<file path="config.mk">
export PLATFORM = sky130hd
export DESIGN_NAME = nicd_decoder
export DESIGN_NICKNAME = d
export VERILOG_FILES = /design/src/nicd_pkg.sv /design/src/nicd_decoder.sv
export SDC_FILE = /design/constraint.sdc
export NUM_CORES = 1
export LEC_CHECK = 0
export BUFFER_PORTS_ARGS = -buffer_cell sky130_fd_sc_hd__buf_2
export CORE_MARGIN = 3
export CORE_UTILIZATION = 40
export DETAILED_ROUTE_END_ITERATION = 8
export SLEW_MARGIN = 10
export SYNTH_ARGS = -nofsm -noshare
export SYNTH_HDL_FRONTEND = slang
export SYNTH_SLANG_ARGS = --single-unit
</file>
<file path="constraint.sdc">
create_clock -name core_clk -period 4.1 [get_ports core_clk]
set_clock_uncertainty 0.2 [all_clocks]
set_input_delay 0.205 -clock core_clk [delete_from_list [all_inputs] [get_ports core_clk]]
set_output_delay 0.205 -clock core_clk [all_outputs]
set_load 0.05 [all_outputs]
</file>
<file path="src/nicd_pkg.sv">
/*
 * Shared constants and carrier types for the network controller command
 * decoder: register offsets, operation codes, field masks, timing.
 * Assumes a single 250 MHz core clock.
 */
`default_nettype none
package nicd_pkg;
    // Register offsets on the 4-bit register port
    localparam logic [3:0] TX_BEGIN_OFS = 4'h0;
    localparam logic [3:0] RX_EARLY_OFS = 4'h2;
    localparam logic [3:0] RECLAIM_OFS = 4'h4;
    localparam logic [3:0] RX_MATCH_OFS = 4'h6;
    localparam logic [3:0] IRQ_MASK_OFS = 4'h8;
    localparam logic [3:0] IND_MASK_OFS = 4'ha;
    localparam logic [3:0] CTRL_OFS = 4'hc;
    localparam logic [3:0] CMD_PORT_OFS = 4'he;
    localparam logic [3:0] CMD_HI_OFS = 4'hf;

    // Operation codes (five upper command bits)
    localparam logic [4:0] OP_WHOLE_RESET = 5'h00;
    localparam logic [4:0] OP_WINDOW = 5'h01;
    localparam logic [4:0] OP_COAX_ON = 5'h02;
    localparam logic [4:0] OP_RX_OFF = 5'h03;
    localparam logic [4:0] OP_RX_ON = 5'h04;
    localparam logic [4:0] OP_RX_RESET = 5'h05;
    localparam logic [4:0] OP_STALL = 5'h06;
    localparam logic [4:0] OP_PKT_DONE = 5'h07;
    localparam logic [4:0] OP_DROP_HEAD = 5'h08;
    localparam logic [4:0] OP_TX_ON = 5'h09;
    localparam logic [4:0] OP_TX_OFF = 5'h0a;
    localparam logic [4:0] OP_TX_RESET = 5'h0b;
    localparam logic [4:0] OP_IRQ_FORCE = 5'h0c;
    localparam logic [4:0] OP_IRQ_CLEAR = 5'h0d;
    localparam logic [4:0] OP_IRQ_MASK = 5'h0e;
    localparam logic [4:0] OP_IND_MASK = 5'h0f;
    localparam logic [4:0] OP_RX_MATCH = 5'h10;
    localparam logic [4:0] OP_RX_EARLY = 5'h11;
    localparam logic [4:0] OP_TX_BEGIN = 5'h13;
    localparam logic [4:0] OP_CNT_ON = 5'h15;
    localparam logic [4:0] OP_CNT_OFF = 5'h16;
    localparam logic [4:0] OP_COAX_OFF = 5'h17;
    localparam logic [4:0] OP_RECLAIM = 5'h18;
    localparam logic [4:0] OP_HASH_BIT = 5'h19;
    localparam logic [4:0] OP_SPLIT = 5'h1b;

    // Low nibble of the stall group
    localparam logic [3:0] UP_HALT = 4'h0;
    localparam logic [3:0] UP_RESUME = 4'h1;
    localparam logic [3:0] DN_HALT = 4'h2;
    localparam logic [3:0] DN_RESUME = 4'h3;

    // Parameter field masks
    localparam logic [10:0] WHOLE_FIELDS = 11'h1bf;
    localparam logic [10:0] PATH_FIELDS = 11'h10f;
    localparam logic [10:0] ACK_FIELDS = 11'h769;
    localparam logic [10:0] EN_FIELDS = 11'h7f6;
    localparam logic [10:0] RX_EARLY_OFF = 11'h7ff;

    // Bit positions
    localparam int HASH_VAL_BIT = 10;
    localparam int IRQ_FORCE_BIT = 6;
    localparam int HOST_KEEP_BIT = 5;
    localparam int UPDN_KEEP_BIT = 8;
    localparam int NET_RX_KEEP_BIT = 2;
    localparam int FIFO_RX_KEEP_BIT = 3;
    localparam int BUSY_BIT = 12;

    // Timing
    localparam int CLK_NS = 4;
    localparam int WHOLE_RESET_NS = 1000000;
    localparam int PATH_RESET_NS = 400;
    localparam int HALT_NS = 40;
    localparam int WHOLE_RESET_CYC = (WHOLE_RESET_NS + CLK_NS - 1) / CLK_NS;
    localparam int PATH_RESET_CYC = (PATH_RESET_NS + CLK_NS - 1) / CLK_NS;
    localparam int HALT_CYC = (HALT_NS + CLK_NS - 1) / CLK_NS;

    typedef struct packed {
        logic [4:0] opcode;
        logic [10:0] param;
    } nicd_cmd_s;

    typedef struct packed {
        logic whole;
        logic rx_path;
        logic tx_path;
        logic [10:0] keep_mask;
    } nicd_reset_s;
endpackage
`default_nettype wire

</file>
<file path="src/nicd_decoder.sv">
/*
 * Command decoder: takes 16-bit words written to the command port and
 * drives the engine controls, thresholds, filters and masks they set.
 * Assumes a register master that never issues read and write together
 * and that waits for the busy flag to fall before the next command.
 */
// Notes on behaviour
// - 16-bit command port at offset e, reads back busy and interrupt state, independent of window.
// - Top five bits are the operation, low eleven bits its parameter.
// - Byte write of upper byte at offset f is a command if low byte free.
// - Don't-care command bits are ignored by the decoder.
// - Resets and halts hold busy while running; host waits for zero.
// - Whole, receive and transmit reset ops carry a keep mask.
// - Stall group nibble 0..3 halts/resumes upload and download engines.
// - Threshold ops load reclaim, begin and early levels.
// - Transmit on/off operations ignore their parameter.
// - Packet-complete notice op marks the transmit buffer as one packet.
// - Split op divides the transmit buffer into two halves.
// - Receive on/off operations ignore their parameter.
// - Drop op discards the head packet of the receive buffer.
// - Hash op writes parameter bit 10 into hash bit selected by 5..0.
// - Address match op loads five low parameter bits.
// - Clear op clears interrupt state bits chosen by its fields.
// - Force op raises an interrupt request with no event behind it.
// - Mask ops load indication and interrupt enable masks.
// - Coax converter off and on operations.
// - Window op selects the window numbered by three low bits.
// - Counter on/off operations gate statistics counting.
// - Remaining operation codes are unused.
`timescale 1ns/1ps
`default_nettype none
module nicd_decoder
    import nicd_pkg::*;
#(
    parameter int WHOLE_CYC = WHOLE_RESET_CYC,
    parameter int HASH_BITS = 64
) (
    input wire logic core_clk,
    input wire logic rst,
    input wire logic [3:0] reg_addr,
    input wire logic [15:0] reg_wdata,
    input wire logic reg_wr,
    input wire logic reg_rd,
    output logic [15:0] reg_rdata,
    input wire logic [10:0] irq_event,
    output logic operation_busy_flag,
    output nicd_reset_s reset_req,
    output logic upload_halted,
    output logic download_halted,
    output logic transmit_on,
    output logic receive_on,
    output logic counters_on,
    output logic coax_power_on,
    output logic tx_buffer_split,
    output logic packet_complete_pulse,
    output logic drop_head_pulse,
    output logic [2:0] window_sel,
    output logic [10:0] tx_begin_level,
    output logic [10:0] rx_early_level,
    output logic [7:0] tx_buffer_recover_level,
    output logic [4:0] rx_address_match_reg,
    output logic [HASH_BITS-1:0] hash_filter,
    output logic [10:0] irq_state_reg,
    output logic [10:0] irq_mask_reg,
    output logic [10:0] indication_mask_reg
);
    // The counter must hold the longest run; a shortened whole-reset
    // count must not shrink the path reset or halt counts with it.
    localparam int LONG_PATH = (PATH_RESET_CYC > HALT_CYC) ?
        PATH_RESET_CYC : HALT_CYC;
    localparam int RUN_MAX = (WHOLE_CYC > LONG_PATH) ?
        WHOLE_CYC : LONG_PATH;
    localparam int CW = $clog2(RUN_MAX + 1);
    localparam int HW = $clog2(HASH_BITS);

    typedef enum logic {ST_IDLE, ST_BUSY} nicd_state_e;

    // Operations whose low command byte carries nothing
    function automatic logic low_byte_free(input logic [4:0] op);
        case (op)
            OP_COAX_ON, OP_RX_OFF, OP_RX_ON, OP_PKT_DONE, OP_DROP_HEAD,
            OP_TX_ON, OP_TX_OFF, OP_IRQ_FORCE, OP_CNT_ON, OP_CNT_OFF,
            OP_COAX_OFF, OP_SPLIT: low_byte_free = 1'b1;
            default: low_byte_free = 1'b0;
        endcase
    endfunction

    function automatic logic [CW-1:0] run_cycles(input nicd_cmd_s c);
        logic [CW-1:0] n;
        n = '0;
        case (c.opcode)
            OP_WHOLE_RESET: n = CW'(WHOLE_CYC);
            OP_RX_RESET, OP_TX_RESET: n = CW'(PATH_RESET_CYC);
            OP_STALL: begin
                if (c.param[3:0] == UP_HALT || c.param[3:0] == DN_HALT) begin
                    n = CW'(HALT_CYC);
                end
            end
            default: n = '0;
        endcase
        return n;
    endfunction

    nicd_cmd_s cmd;
    logic cmd_fire;
    logic [CW-1:0] cmd_len;
    nicd_state_e state_q;
    logic [CW-1:0] cnt_q;

    // A byte write at the upper offset stands for a whole command only
    // when the operation ignores its low byte; others are dropped.
    always_comb begin
        cmd = reg_wdata;
        if (reg_addr == CMD_HI_OFS) begin
            cmd = {reg_wdata[7:0], 8'h00};
        end
    end

    // Commands written while busy are dropped so a reset in flight is
    // never disturbed by a host that failed to poll.
    assign cmd_fire = reg_wr && state_q == ST_IDLE &&
        (reg_addr == CMD_PORT_OFS ||
        (reg_addr == CMD_HI_OFS && low_byte_free(reg_wdata[7:3])));
    assign cmd_len = run_cycles(cmd);
    assign operation_busy_flag = state_q == ST_BUSY;
    // The counter loads len-1 so busy stands exactly len cycles.

    always_ff @(posedge core_clk) begin
        if (rst) begin
            state_q <= ST_IDLE;
            cnt_q <= '0;
        end else begin
            case (state_q)
                ST_IDLE: begin
                    if (cmd_fire && cmd_len != '0) begin
                        state_q <= ST_BUSY;
                        cnt_q <= cmd_len - CW'(1);
                    end
                end
                ST_BUSY: begin
                    if (cnt_q == '0) begin
                        state_q <= ST_IDLE;
                    end else begin
                        cnt_q <= cnt_q - CW'(1);
                    end
                end
                default: state_q <= ST_IDLE;
            endcase
        end
    end

    // Reset requests and one-shot notices
    always_ff @(posedge core_clk) begin
        if (rst) begin
            reset_req <= '0;
            packet_complete_pulse <= 1'b0;
            drop_head_pulse <= 1'b0;
        end else begin
            reset_req <= '0;
            packet_complete_pulse <= 1'b0;
            drop_head_pulse <= 1'b0;
            if (cmd_fire) begin
                case (cmd.opcode)
                    OP_WHOLE_RESET: begin
                        reset_req.whole <= 1'b1;
                        reset_req.keep_mask <= cmd.param & WHOLE_FIELDS;
                    end
                    OP_RX_RESET: begin
                        reset_req.rx_path <= 1'b1;
                        reset_req.keep_mask <= cmd.param & PATH_FIELDS;
                    end
                    OP_TX_RESET: begin
                        reset_req.tx_path <= 1'b1;
                        reset_req.keep_mask <= cmd.param & PATH_FIELDS;
                    end
                    OP_PKT_DONE: packet_complete_pulse <= 1'b1;
                    OP_DROP_HEAD: drop_head_pulse <= 1'b1;
                    default: ;
                endcase
            end
        end
    end

    // Engine and path enables
    always_ff @(posedge core_clk) begin
        if (rst) begin
            upload_halted <= 1'b0;
            download_halted <= 1'b0;
            transmit_on <= 1'b0;
            receive_on <= 1'b0;
            counters_on <= 1'b0;
            coax_power_on <= 1'b0;
            tx_buffer_split <= 1'b0;
        end else if (cmd_fire) begin
            case (cmd.opcode)
                OP_STALL: begin
                    case (cmd.param[3:0])
                        UP_HALT: upload_halted <= 1'b1;
                        UP_RESUME: upload_halted <= 1'b0;
                        DN_HALT: download_halted <= 1'b1;
                        DN_RESUME: download_halted <= 1'b0;
                        default: ;
                    endcase
                end
                OP_WHOLE_RESET: begin
                    if (!cmd.param[UPDN_KEEP_BIT]) begin
                        upload_halted <= 1'b0;
                        download_halted <= 1'b0;
                    end
                end
                OP_RX_RESET: begin
                    if (!cmd.param[NET_RX_KEEP_BIT]) begin
                        receive_on <= 1'b0;
                    end
                end
                OP_TX_ON: transmit_on <= 1'b1;
                OP_TX_OFF: transmit_on <= 1'b0;
                OP_RX_ON: receive_on <= 1'b1;
                OP_RX_OFF: receive_on <= 1'b0;
                OP_CNT_ON: counters_on <= 1'b1;
                OP_CNT_OFF: counters_on <= 1'b0;
                OP_COAX_ON: coax_power_on <= 1'b1;
                OP_COAX_OFF: coax_power_on <= 1'b0;
                OP_SPLIT: tx_buffer_split <= 1'b1;
                default: ;
            endcase
        end
    end

    // Thresholds, filters and window; parameter bits outside each
    // field are dropped here rather than trusted to be zero.
    always_ff @(posedge core_clk) begin
        if (rst) begin
            window_sel <= '0;
            tx_begin_level <= '0;
            rx_early_level <= RX_EARLY_OFF;
            tx_buffer_recover_level <= '0;
            rx_address_match_reg <= '0;
        end else if (cmd_fire) begin
            case (cmd.opcode)
                OP_WINDOW: window_sel <= cmd.param[2:0];
                OP_TX_BEGIN: tx_begin_level <= cmd.param;
                OP_RX_EARLY: rx_early_level <= cmd.param;
                OP_RECLAIM: tx_buffer_recover_level <= cmd.param[7:0];
                OP_RX_MATCH: rx_address_match_reg <= cmd.param[4:0];
                OP_RX_RESET: begin
                    if (!cmd.param[NET_RX_KEEP_BIT]) begin
                        rx_address_match_reg <= '0;
                    end
                    if (!cmd.param[FIFO_RX_KEEP_BIT]) begin
                        rx_early_level <= RX_EARLY_OFF;
                    end
                end
                default: ;
            endcase
        end
    end

    // Only the low index bits address the filter; the rest are don't-care.
    always_ff @(posedge core_clk) begin
        if (rst) begin
            hash_filter <= '0;
        end else if (cmd_fire && cmd.opcode == OP_HASH_BIT) begin
            hash_filter[cmd.param[HW-1:0]] <= cmd.param[HASH_VAL_BIT];
        end
    end

    // Interrupt state: a new event in the clearing cycle survives.
    logic [10:0] irq_clr;
    logic [10:0] irq_set;
    logic host_clear;
    assign host_clear = cmd_fire && cmd.opcode == OP_WHOLE_RESET &&
        !cmd.param[HOST_KEEP_BIT];
    always_comb begin
        irq_clr = '0;
        irq_set = irq_event;
        if (cmd_fire && cmd.opcode == OP_IRQ_CLEAR) begin
            irq_clr = cmd.param & ACK_FIELDS;
        end
        if (host_clear) begin
            irq_clr = '1;
        end
        if (cmd_fire && cmd.opcode == OP_IRQ_FORCE) begin
            irq_set[IRQ_FORCE_BIT] = 1'b1;
        end
    end

    always_ff @(posedge core_clk) begin
        if (rst) begin
            irq_state_reg <= '0;
        end else begin
            irq_state_reg <= (irq_state_reg & ~irq_clr) | irq_set;
        end
    end

    always_ff @(posedge core_clk) begin
        if (rst || host_clear) begin
            irq_mask_reg <= '0;
            indication_mask_reg <= '0;
        end else if (cmd_fire && cmd.opcode == OP_IRQ_MASK) begin
            irq_mask_reg <= cmd.param & EN_FIELDS;
        end else if (cmd_fire && cmd.opcode == OP_IND_MASK) begin
            indication_mask_reg <= cmd.param & EN_FIELDS;
        end
    end

    // Read side; the command port itself reads back as status.
    always_ff @(posedge core_clk) begin
        if (rst) begin
            reg_rdata <= '0;
        end else begin
            reg_rdata <= '0;
            if (reg_rd) begin
                case (reg_addr)
                    TX_BEGIN_OFS: reg_rdata <= {5'h00, tx_begin_level};
                    RX_EARLY_OFS: reg_rdata <= {5'h00, rx_early_level};
                    RECLAIM_OFS: reg_rdata <= {8'h00, tx_buffer_recover_level};
                    RX_MATCH_OFS: reg_rdata <= {11'h000, rx_address_match_reg};
                    IRQ_MASK_OFS: reg_rdata <= {5'h00, irq_mask_reg};
                    IND_MASK_OFS: reg_rdata <= {5'h00, indication_mask_reg};
                    CTRL_OFS: reg_rdata <= {6'h00, window_sel, tx_buffer_split,
                        coax_power_on, counters_on, download_halted,
                        upload_halted, receive_on, transmit_on};
                    CMD_PORT_OFS: reg_rdata <= {3'h0, operation_busy_flag,
                        1'b0, irq_state_reg};
                    default: reg_rdata <= '0;
                endcase
            end
        end
    end

    localparam int PATH_C = PATH_RESET_CYC;

    path_busy_len_a: assert property (@(posedge core_clk) disable iff (rst)
        cmd_fire && cmd.opcode == OP_RX_RESET |=> operation_busy_flag [*8])
        else $error("receive reset did not hold busy");
    path_busy_end_a: assert property (@(posedge core_clk) disable iff (rst)
        cmd_fire && cmd.opcode == OP_TX_RESET |-> ##(PATH_C+1) !operation_busy_flag)
        else $error("transmit reset busy did not end on time");
    halt_state_a: assert property (@(posedge core_clk) disable iff (rst)
        cmd_fire && cmd.opcode == OP_STALL && cmd.param[3:0] == DN_HALT
        |=> download_halted && operation_busy_flag)
        else $error("download halt not applied");
    unused_quiet_a: assert property (@(posedge core_clk) disable iff (rst)
        cmd_fire && (cmd.opcode == 5'h14 || cmd.opcode[4:2] == 3'b111)
        |=> !operation_busy_flag && $stable(transmit_on) && $stable(window_sel))
        else $error("unused code changed state");
    window_load_a: assert property (@(posedge core_clk) disable iff (rst)
        cmd_fire && cmd.opcode == OP_WINDOW |=> window_sel == $past(cmd.param[2:0]))
        else $error("window not selected");
    tx_toggle_a: assert property (@(posedge core_clk) disable iff (rst)
        cmd_fire && cmd.opcode == OP_TX_OFF |=> !transmit_on)
        else $error("transmit not disabled");
    hash_write_a: assert property (@(posedge core_clk) disable iff (rst)
        cmd_fire && cmd.opcode == OP_HASH_BIT
        |=> hash_filter[$past(cmd.param[HW-1:0])] == $past(cmd.param[HASH_VAL_BIT]))
        else $error("hash bit not written");
    irq_set_wins_a: assert property (@(posedge core_clk) disable iff (rst)
        cmd_fire && cmd.opcode == OP_IRQ_CLEAR && irq_event[0] |=> irq_state_reg[0])
        else $error("event lost during clear");
    irq_force_a: assert property (@(posedge core_clk) disable iff (rst)
        cmd_fire && cmd.opcode == OP_IRQ_FORCE |=> irq_state_reg[IRQ_FORCE_BIT])
        else $error("forced interrupt not raised");
    busy_drop_a: assert property (@(posedge core_clk) disable iff (rst)
        operation_busy_flag && reg_wr |=> $stable(transmit_on) &&
        $stable(receive_on) && $stable(counters_on))
        else $error("command taken while busy");
endmodule // nicd_decoder
`default_nettype wire

</file>
Word level (Yosys, flattened, before mapping)
Memory sizes are Yosys's and may differ from the RTL's.
Cells that the tools add are included.
Storage, ports and cells
  flip-flop bits (word level): 189
  latch bits: 0
  RAM bits: 0
  ROM bits: 32
  input port bits: 35
  logic and storage cells: 160
  memories: 1
Memory list
  (name not given): depth 32, bits a word 1, read ports 1, clocked after memory_dff 0, write ports 0, RTL line nicd_decoder.sv:80  | case (op)
Cells by class
  $add $sub $neg: 2
  $mul: 0
  div/mod/pow operators: 0
  order comparisons: 2
  equal/unequal tests: 42
  shifts and indexed selects: 0
  mux-type cells: 36
  bitwise logic cells: 7
  reductions and logical operators: 45
Operator list (count)
  one-hot mux 13 bit (8 select lines): 1
  bitwise mux 64 bit: 1
  one-hot mux 18 bit (3 select lines): 1
  equality test 5 bit, second input constant: 9
  equality test 5 x 4 -> 1 bit, second input constant: 8
  2-to-1 mux 18 bit: 2
  one-hot mux 18 bit (2 select lines): 1
  subtractor 18 x 1 -> 18 bit, second input constant: 2
  2-to-1 mux 11 bit: 3
  one-hot mux 11 bit (2 select lines): 1
  equality test 4 bit, second input constant: 5
  equality test 5 x 3 -> 1 bit, second input constant: 4
  zero test 18 bit: 1
  one-hot mux 9 bit (2 select lines): 1
  AND reduction 2 bit: 9
  nonzero test 18 bit: 1
  2-to-1 mux 16 bit: 1
  one-hot mux 1 bit (2 select lines): 8
  equality test 4 x 2 -> 1 bit, second input constant: 3
  logical AND 1 bit: 12
  nonzero test 2 bit: 6
  bitwise AND 11 bit: 1
  2-to-1 mux 1 bit: 11
  NOT 11 bit: 1
  25 further kinds: 41

Logic depth before layout (Yosys ltp)
  depth after elaboration: 10
  mapped depth: 12
  depth with buffers taken out: 10

Worst setup path after synthesis
Ideal clock, no wire load.
  path kind: register to register
  start: register state_q (netlist: operation_busy_flag)
  end: register cnt_q[16]
  library setup time: 119 ps
  arrival: 2758 ps
  data required time: 3781 ps
  slack: 1023 ps
  stages on the path, launching flop included: 11
  path through: dfxtp_1 clkbuf_1 buf_1 clkbuf_1 nor2_1 a21oi_1 ha_1 o21ai_1 nor4b_1 a221o_1 a21oi_1
On the way
  longest elaborated chain between the ends: 6
  elaborated cells between the ends (all ways): 8
RTL lines
  from (decl): RTL line nicd_decoder.sv:107  | nicd_state_e state_q;
  from (signal assigned): RTL line nicd_decoder.sv:130  | state_q <= ST_IDLE;
  from (signal assigned): RTL line nicd_decoder.sv:136  | state_q <= ST_BUSY;
  from (signal assigned): RTL line nicd_decoder.sv:142  | state_q <= ST_IDLE;
  NOT 1 bit
  logical AND 1 bit (2 in series): RTL line nicd_decoder.sv:121  | assign cmd_fire = reg_wr && state_q == ST_IDLE &&
  logical AND 1 bit: RTL line nicd_decoder.sv:135  | if (cmd_fire && cmd_len != '0) begin
  != test 2 x 1 -> 1 bit (no source line)
  AND reduction 2 bit (no source line)
  to (signal assigned): RTL line nicd_decoder.sv:137  | cnt_q <= cmd_len - CW'(1);
  to (signal assigned): RTL line nicd_decoder.sv:144  | cnt_q <= cnt_q - CW'(1);
  to (decl): RTL line nicd_decoder.sv:108  | logic [CW-1:0] cnt_q;
Several ways; a longest one is shown, not always the timed one.
A chain may end at the register's enable or synchronous reset.

Worst setup path in the final report
  start: input port reg_addr[2]
  end: register cnt_q[10]
On the way
  longest elaborated chain between the ends: 10
  elaborated cells between the ends (all ways): 23
RTL lines
  from (decl): RTL line nicd_decoder.sv:40  | input wire logic [3:0] reg_addr,
  branches (longest 10 deep; another with subtractor 18 x 1 -> 18 bit)
Parallel ways; which one is timed is not known. The select of a mux whose other input is x is not followed.

==> results.md <==
Yosys:
- The share of the yosys chip area belonging to registers is 0.414.
- Synthesis inferred around 180 register bits.
- The synthesized-area fraction occupied by ao, oa, aoi and oai cells is 0.218.
- After synthesis, the largest family of logic cells by area is compound AO/OA/AOI/OAI gates.
- Of the total synthesized cell area, the portion taken by AND, OR, NAND and NOR gates is 0.207.
- In the synthesized netlist the dominant register cell turns out to be dfxtp_1.
- The commonest cells after synthesis are dfxtp_1 (182), nor2_1 (128), a21oi_1 (101), a311oi_1 (57), nand2_1 (57).
- In this run, distinct cell masters in the synthesized netlist total 84.
- The proportion of register bits with asynchronous set or reset after synthesis is 0.
- The number of warnings issued by yosys is 0.
- The portion of synthesized area spent on multiplexers is 0.0934.
- The area share of the leading cell type in the synthesized netlist is 0.414.
- The cell with the most instances after synthesis is dfxtp_1.
- The synthesized design spends more area on one cell type than any other, namely dfxtp_1.
- After synthesis, the cell types taking the most area are dfxtp_1 (41%), a21oi_1 (5.7%), a311oi_1 (5.7%).
- Of the total synthesized cell area, the portion taken by XOR and XNOR cells is 0.
- Averaged over all synthesized cells, the footprint is around 8.9 sq um.
- Counting every instance in the synthesized netlist gives 987.
- The adder-cell share of the synthesized area is 0.00569.
- In this run, synthesis inferred 0 flip-flops with an integrated enable.
- In this run the cell area of the synthesized design comes to 8800 sq um.

CTS:
- The root buffer selected by CTS is clkbuf_16.
- For the worst-skew pair, the clock arrives at the later sink with an insertion delay of 0.44 ns.
- Gates resized during post-CTS repair numbered 0.
- Buffers added to address setup during post-CTS repair amount to 0.
- In this run the number of H-tree levels came out at 4.
- TritonCTS created 17 clock buffers.
- TritonCTS built the clock tree.
- After clock tree synthesis, the clock-pin slew on the worst setup and hold paths is 0.08 ns.
- The clock passes through at most 2 buffers.
- The total number of clock tree sinks is between 150 and 200.

Flow run:
- Max-cap violations in this run came to 0.

Floorplan:
- The number of rows created at floorplan is 53.
- The initial core utilization is 0.412.
- The die covers 23800 sq um.
- 210 I/O pins were placed.
- The floorplan step defined a core boundary enclosing approximately 21000 sq um.
- The die is between 150 and 200 microns wide.
- The die height is 154 microns.

Cells and area:
- The final layout contains 1201 nets.
- 0 antenna diodes ended up in the layout.
- The relative area change from synthesis to final layout is 21.7%.
- The largest registers in the layout are hash_filter x64, cnt_q x18, reg_rdata x12.
- The final standard cell utilization of the core is 0.502.
- Ranked by flip-flop count, first place goes to hash_filter.
- The register with the most flip-flops in the layout has 64 of them.
- Of the cells placed in the final design, the portion with a size suffix greater than 1 is 0.271.

Global routing:
- After global routing the overflow that remains totals 0.
- Entering global routing, the biggest net connects 73 pins.
- The number of global-route vias before repair is 7558.
- The first-pass GRT wire length is 45300 microns.
- The initial antenna violation count is 3.
- The global routing stage identified its most utilized layer as met2.
- For met1 alone, demand over resource in global routing was 0.325.
- The met2 track utilization from global routing is 0.377.
- The overall track demand over capacity in global routing is 0.240.
- The met3 usage is 0.0727.

Detailed routing:
- The initial DRC count is 635.
- The wire length after detailed routing is 29400 microns.
- In the final routed layout, each cell accounts on average for 20.3 microns.
- Using the TritonRoute via totals, the vias-per-cell ratio works out to 5.71.
- The via count is 8276.
- The detail route stage leaves a number of antenna-violating nets equal to 0.
- After detailed routing, the number of remaining DRC violations is 0.
- The first TritonRoute pass finished after 5 iterations.

Setup path:
- The critical path is of the in2reg type.
- The kind of cell with the highest combined delay along the critical path is buffers and inverters.
- For this design, the slowest cell found on the critical path is mux2i_2.
- The worst path required time is roughly 4.3 ns.
- The critical-path maximum fanout is 18.
- The delay contributed by the slowest stage of the critical path is 0.61 ns.
- The worst path buffer plus inverter count is 3.
- The critical path goes through dlygate4sd3_1 > buf_2 > nand4_4 > mux2i_2 > o21ai_1 > nor2_1 > a21oi_1 > ha_1 > o21ai_1 > buf_4 > nor2_1 > nand4_1 > mux2i_1.
- The arrival time at the worst endpoint is 3.36 ns.
- The startpoint class of the critical path is an input pin.
- The endpoint type of the worst setup path is a register.

Placement:
- The sum of net half-perimeters after detailed placement is ~21000 microns.
- The weighted congestion reported at the end of routability-driven placement is 0.906.
- In this run the tool buffered the top-level ports with 198 buffer cells.

Timing:
- Setup repair after global routing left no endpoint under its margin.
- The maximum frequency from static timing analysis is 312 MHz.
- Setup violations remaining at the end of the flow were counted as 0.
- The total count of max-transition violations in the final report came to 0.
- Counting I/O delays and the setup requirement, the final critical path takes 3.20 ns.
- The final-layout worst hold slack is 0.0577 ns.
- The ratio of final minimum period to clock period is 0.781.
- The final-report hold violation count is 0.
- Adding up every negative setup slack in the final design gives 0 ns.
- The slew at the pin closest to its max-slew limit is approximately 1.1 ns.
- The worst max-slew margin expressed relative to the limit is 0.268.

Worst hold path:
- The class of the tightest hold or removal check is in2reg.

Run status:
- The flow ran to the end, and the final reports show no timing, DRC or antenna violations.

Power:
- The worst-case IR drop observed on VDD is 0.272 mV.
- The leakage component of the power is approximately 4.3 nW.
- Power spread over the standard cell area amounts to 362 nW/um^2.
power by group:
group | leakage [nW] | internal, mW | total [mW] | switching (mW)
registers | 1.47 | 1.78 | 1.79 | 0.0125
clock network | 0.295 | 0.878 | 1.68 | 0.805
logic | 2.53 | 0.114 | 0.405 | 0.291
tightest hold or removal path: stages:
cell and delay (ns):
buf_2 0.08, nand2_1 0.06, nand2_1 0.14, nor4_1 0.06
a21oi_1 0.10
cells by family after synthesis:
kind of cell,Yosys count
flops,182
fa+ha+maj,4
mux,70
other cells,1
compound gates,279
buf+inv,111
simple gates,340
cell type report:
| class | count | area [sq um] |
|---|---|---|
| inverters | 12 | 45.0 |
| flip-flops and latches | 182 | 3640 |
| clock buffers | 17 | 425 |
| multi-input cells | 704 | 4680 |
| clock inverters | 15 | 184 |
| repair buffers | 245 | 1400 |
| fillers | 2083 | 10600 |
| well taps | 275 | 344 |
worst paths after layout:
kind	from	end	slack [ns]	cells after the start
worst max-delay path	reg_addr[2]	cnt_q[10]	0.90	13
worst min-delay path	reg_wdata[8]	rx_early_level[8]	0.06	5
worst max register to register	cnt_q[8]	cnt_q[3]	1.17	7
worst min register to register	cnt_q[15]	cnt_q[15]	0.28	1
through the flow:
step	area, sq um	setup WS (ns)	cells	total power [mW]
6_report	10700	0.899	1450	3.88
3_3_place_gp	9960	0.862	1403	2.22
4_1_cts	10700	0.913	1450	3.90
5_1_grt	10700	0.577	1450	4.00
3_5_place_dp	9960	0.796	1403	2.22
2_1_floorplan	8840	1.02	997	2.11
layer usage:
| layer | part of all wire | vias to the layer above |
|---|---|---|
| li1 | - | 4016 |
| met4 | 0.016 | 6 |
| met3 | 0.097 | 37 |
| met5 | 0.0012 | - |
| met1 | 0.43 | 3888 |
| met2 | 0.46 | 329 |
placed cells by master, fill, tap and decap left out, types with 5 or more instances in the layout:
cell / Yosys / final
buf_2: 15 / 197
dfxtp_1: 182 / 182
nor2_1: 128 / 128
a21oi_1: 101 / 101
nand2_1: 57 / 57
a311oi_1: 57 / 57
mux2i_1: 47 / 47
buf_4: 24 / 32
o21ai_0: 24 / 24
nor3_1: 25 / 23
a211oi_1: 19 / 19
clkbuf_16: 0 / 17
nor4_1: 15 / 15
a31oi_1: 15 / 15
dlygate4sd3_1: 0 / 15
nand2b_1: 13 / 13
nand3b_1: 13 / 13
inv_1: 12 / 12
nand4_1: 12 / 12
conb_1: 1 / 11
nand3_1: 10 / 10
mux2_2: 10 / 10
and2_1: 10 / 9
and3_1: 9 / 9
nor2b_1: 7 / 7
o21ai_1: 7 / 7
mux4_2: 7 / 7
a22oi_1: 6 / 6
or3_1: 6 / 6
o21a_1: 5 / 5
a22o_1: 5 / 5
nor4_4: 5 / 5
what timing repair did:
action / in CTS / in global routing
hold buffers: 15 / 0
hold endpoints to repair: 14 / 0
endpoints found under the setup margin: 0 / 0
Note: power is estimated with default switching activity, not from simulation.
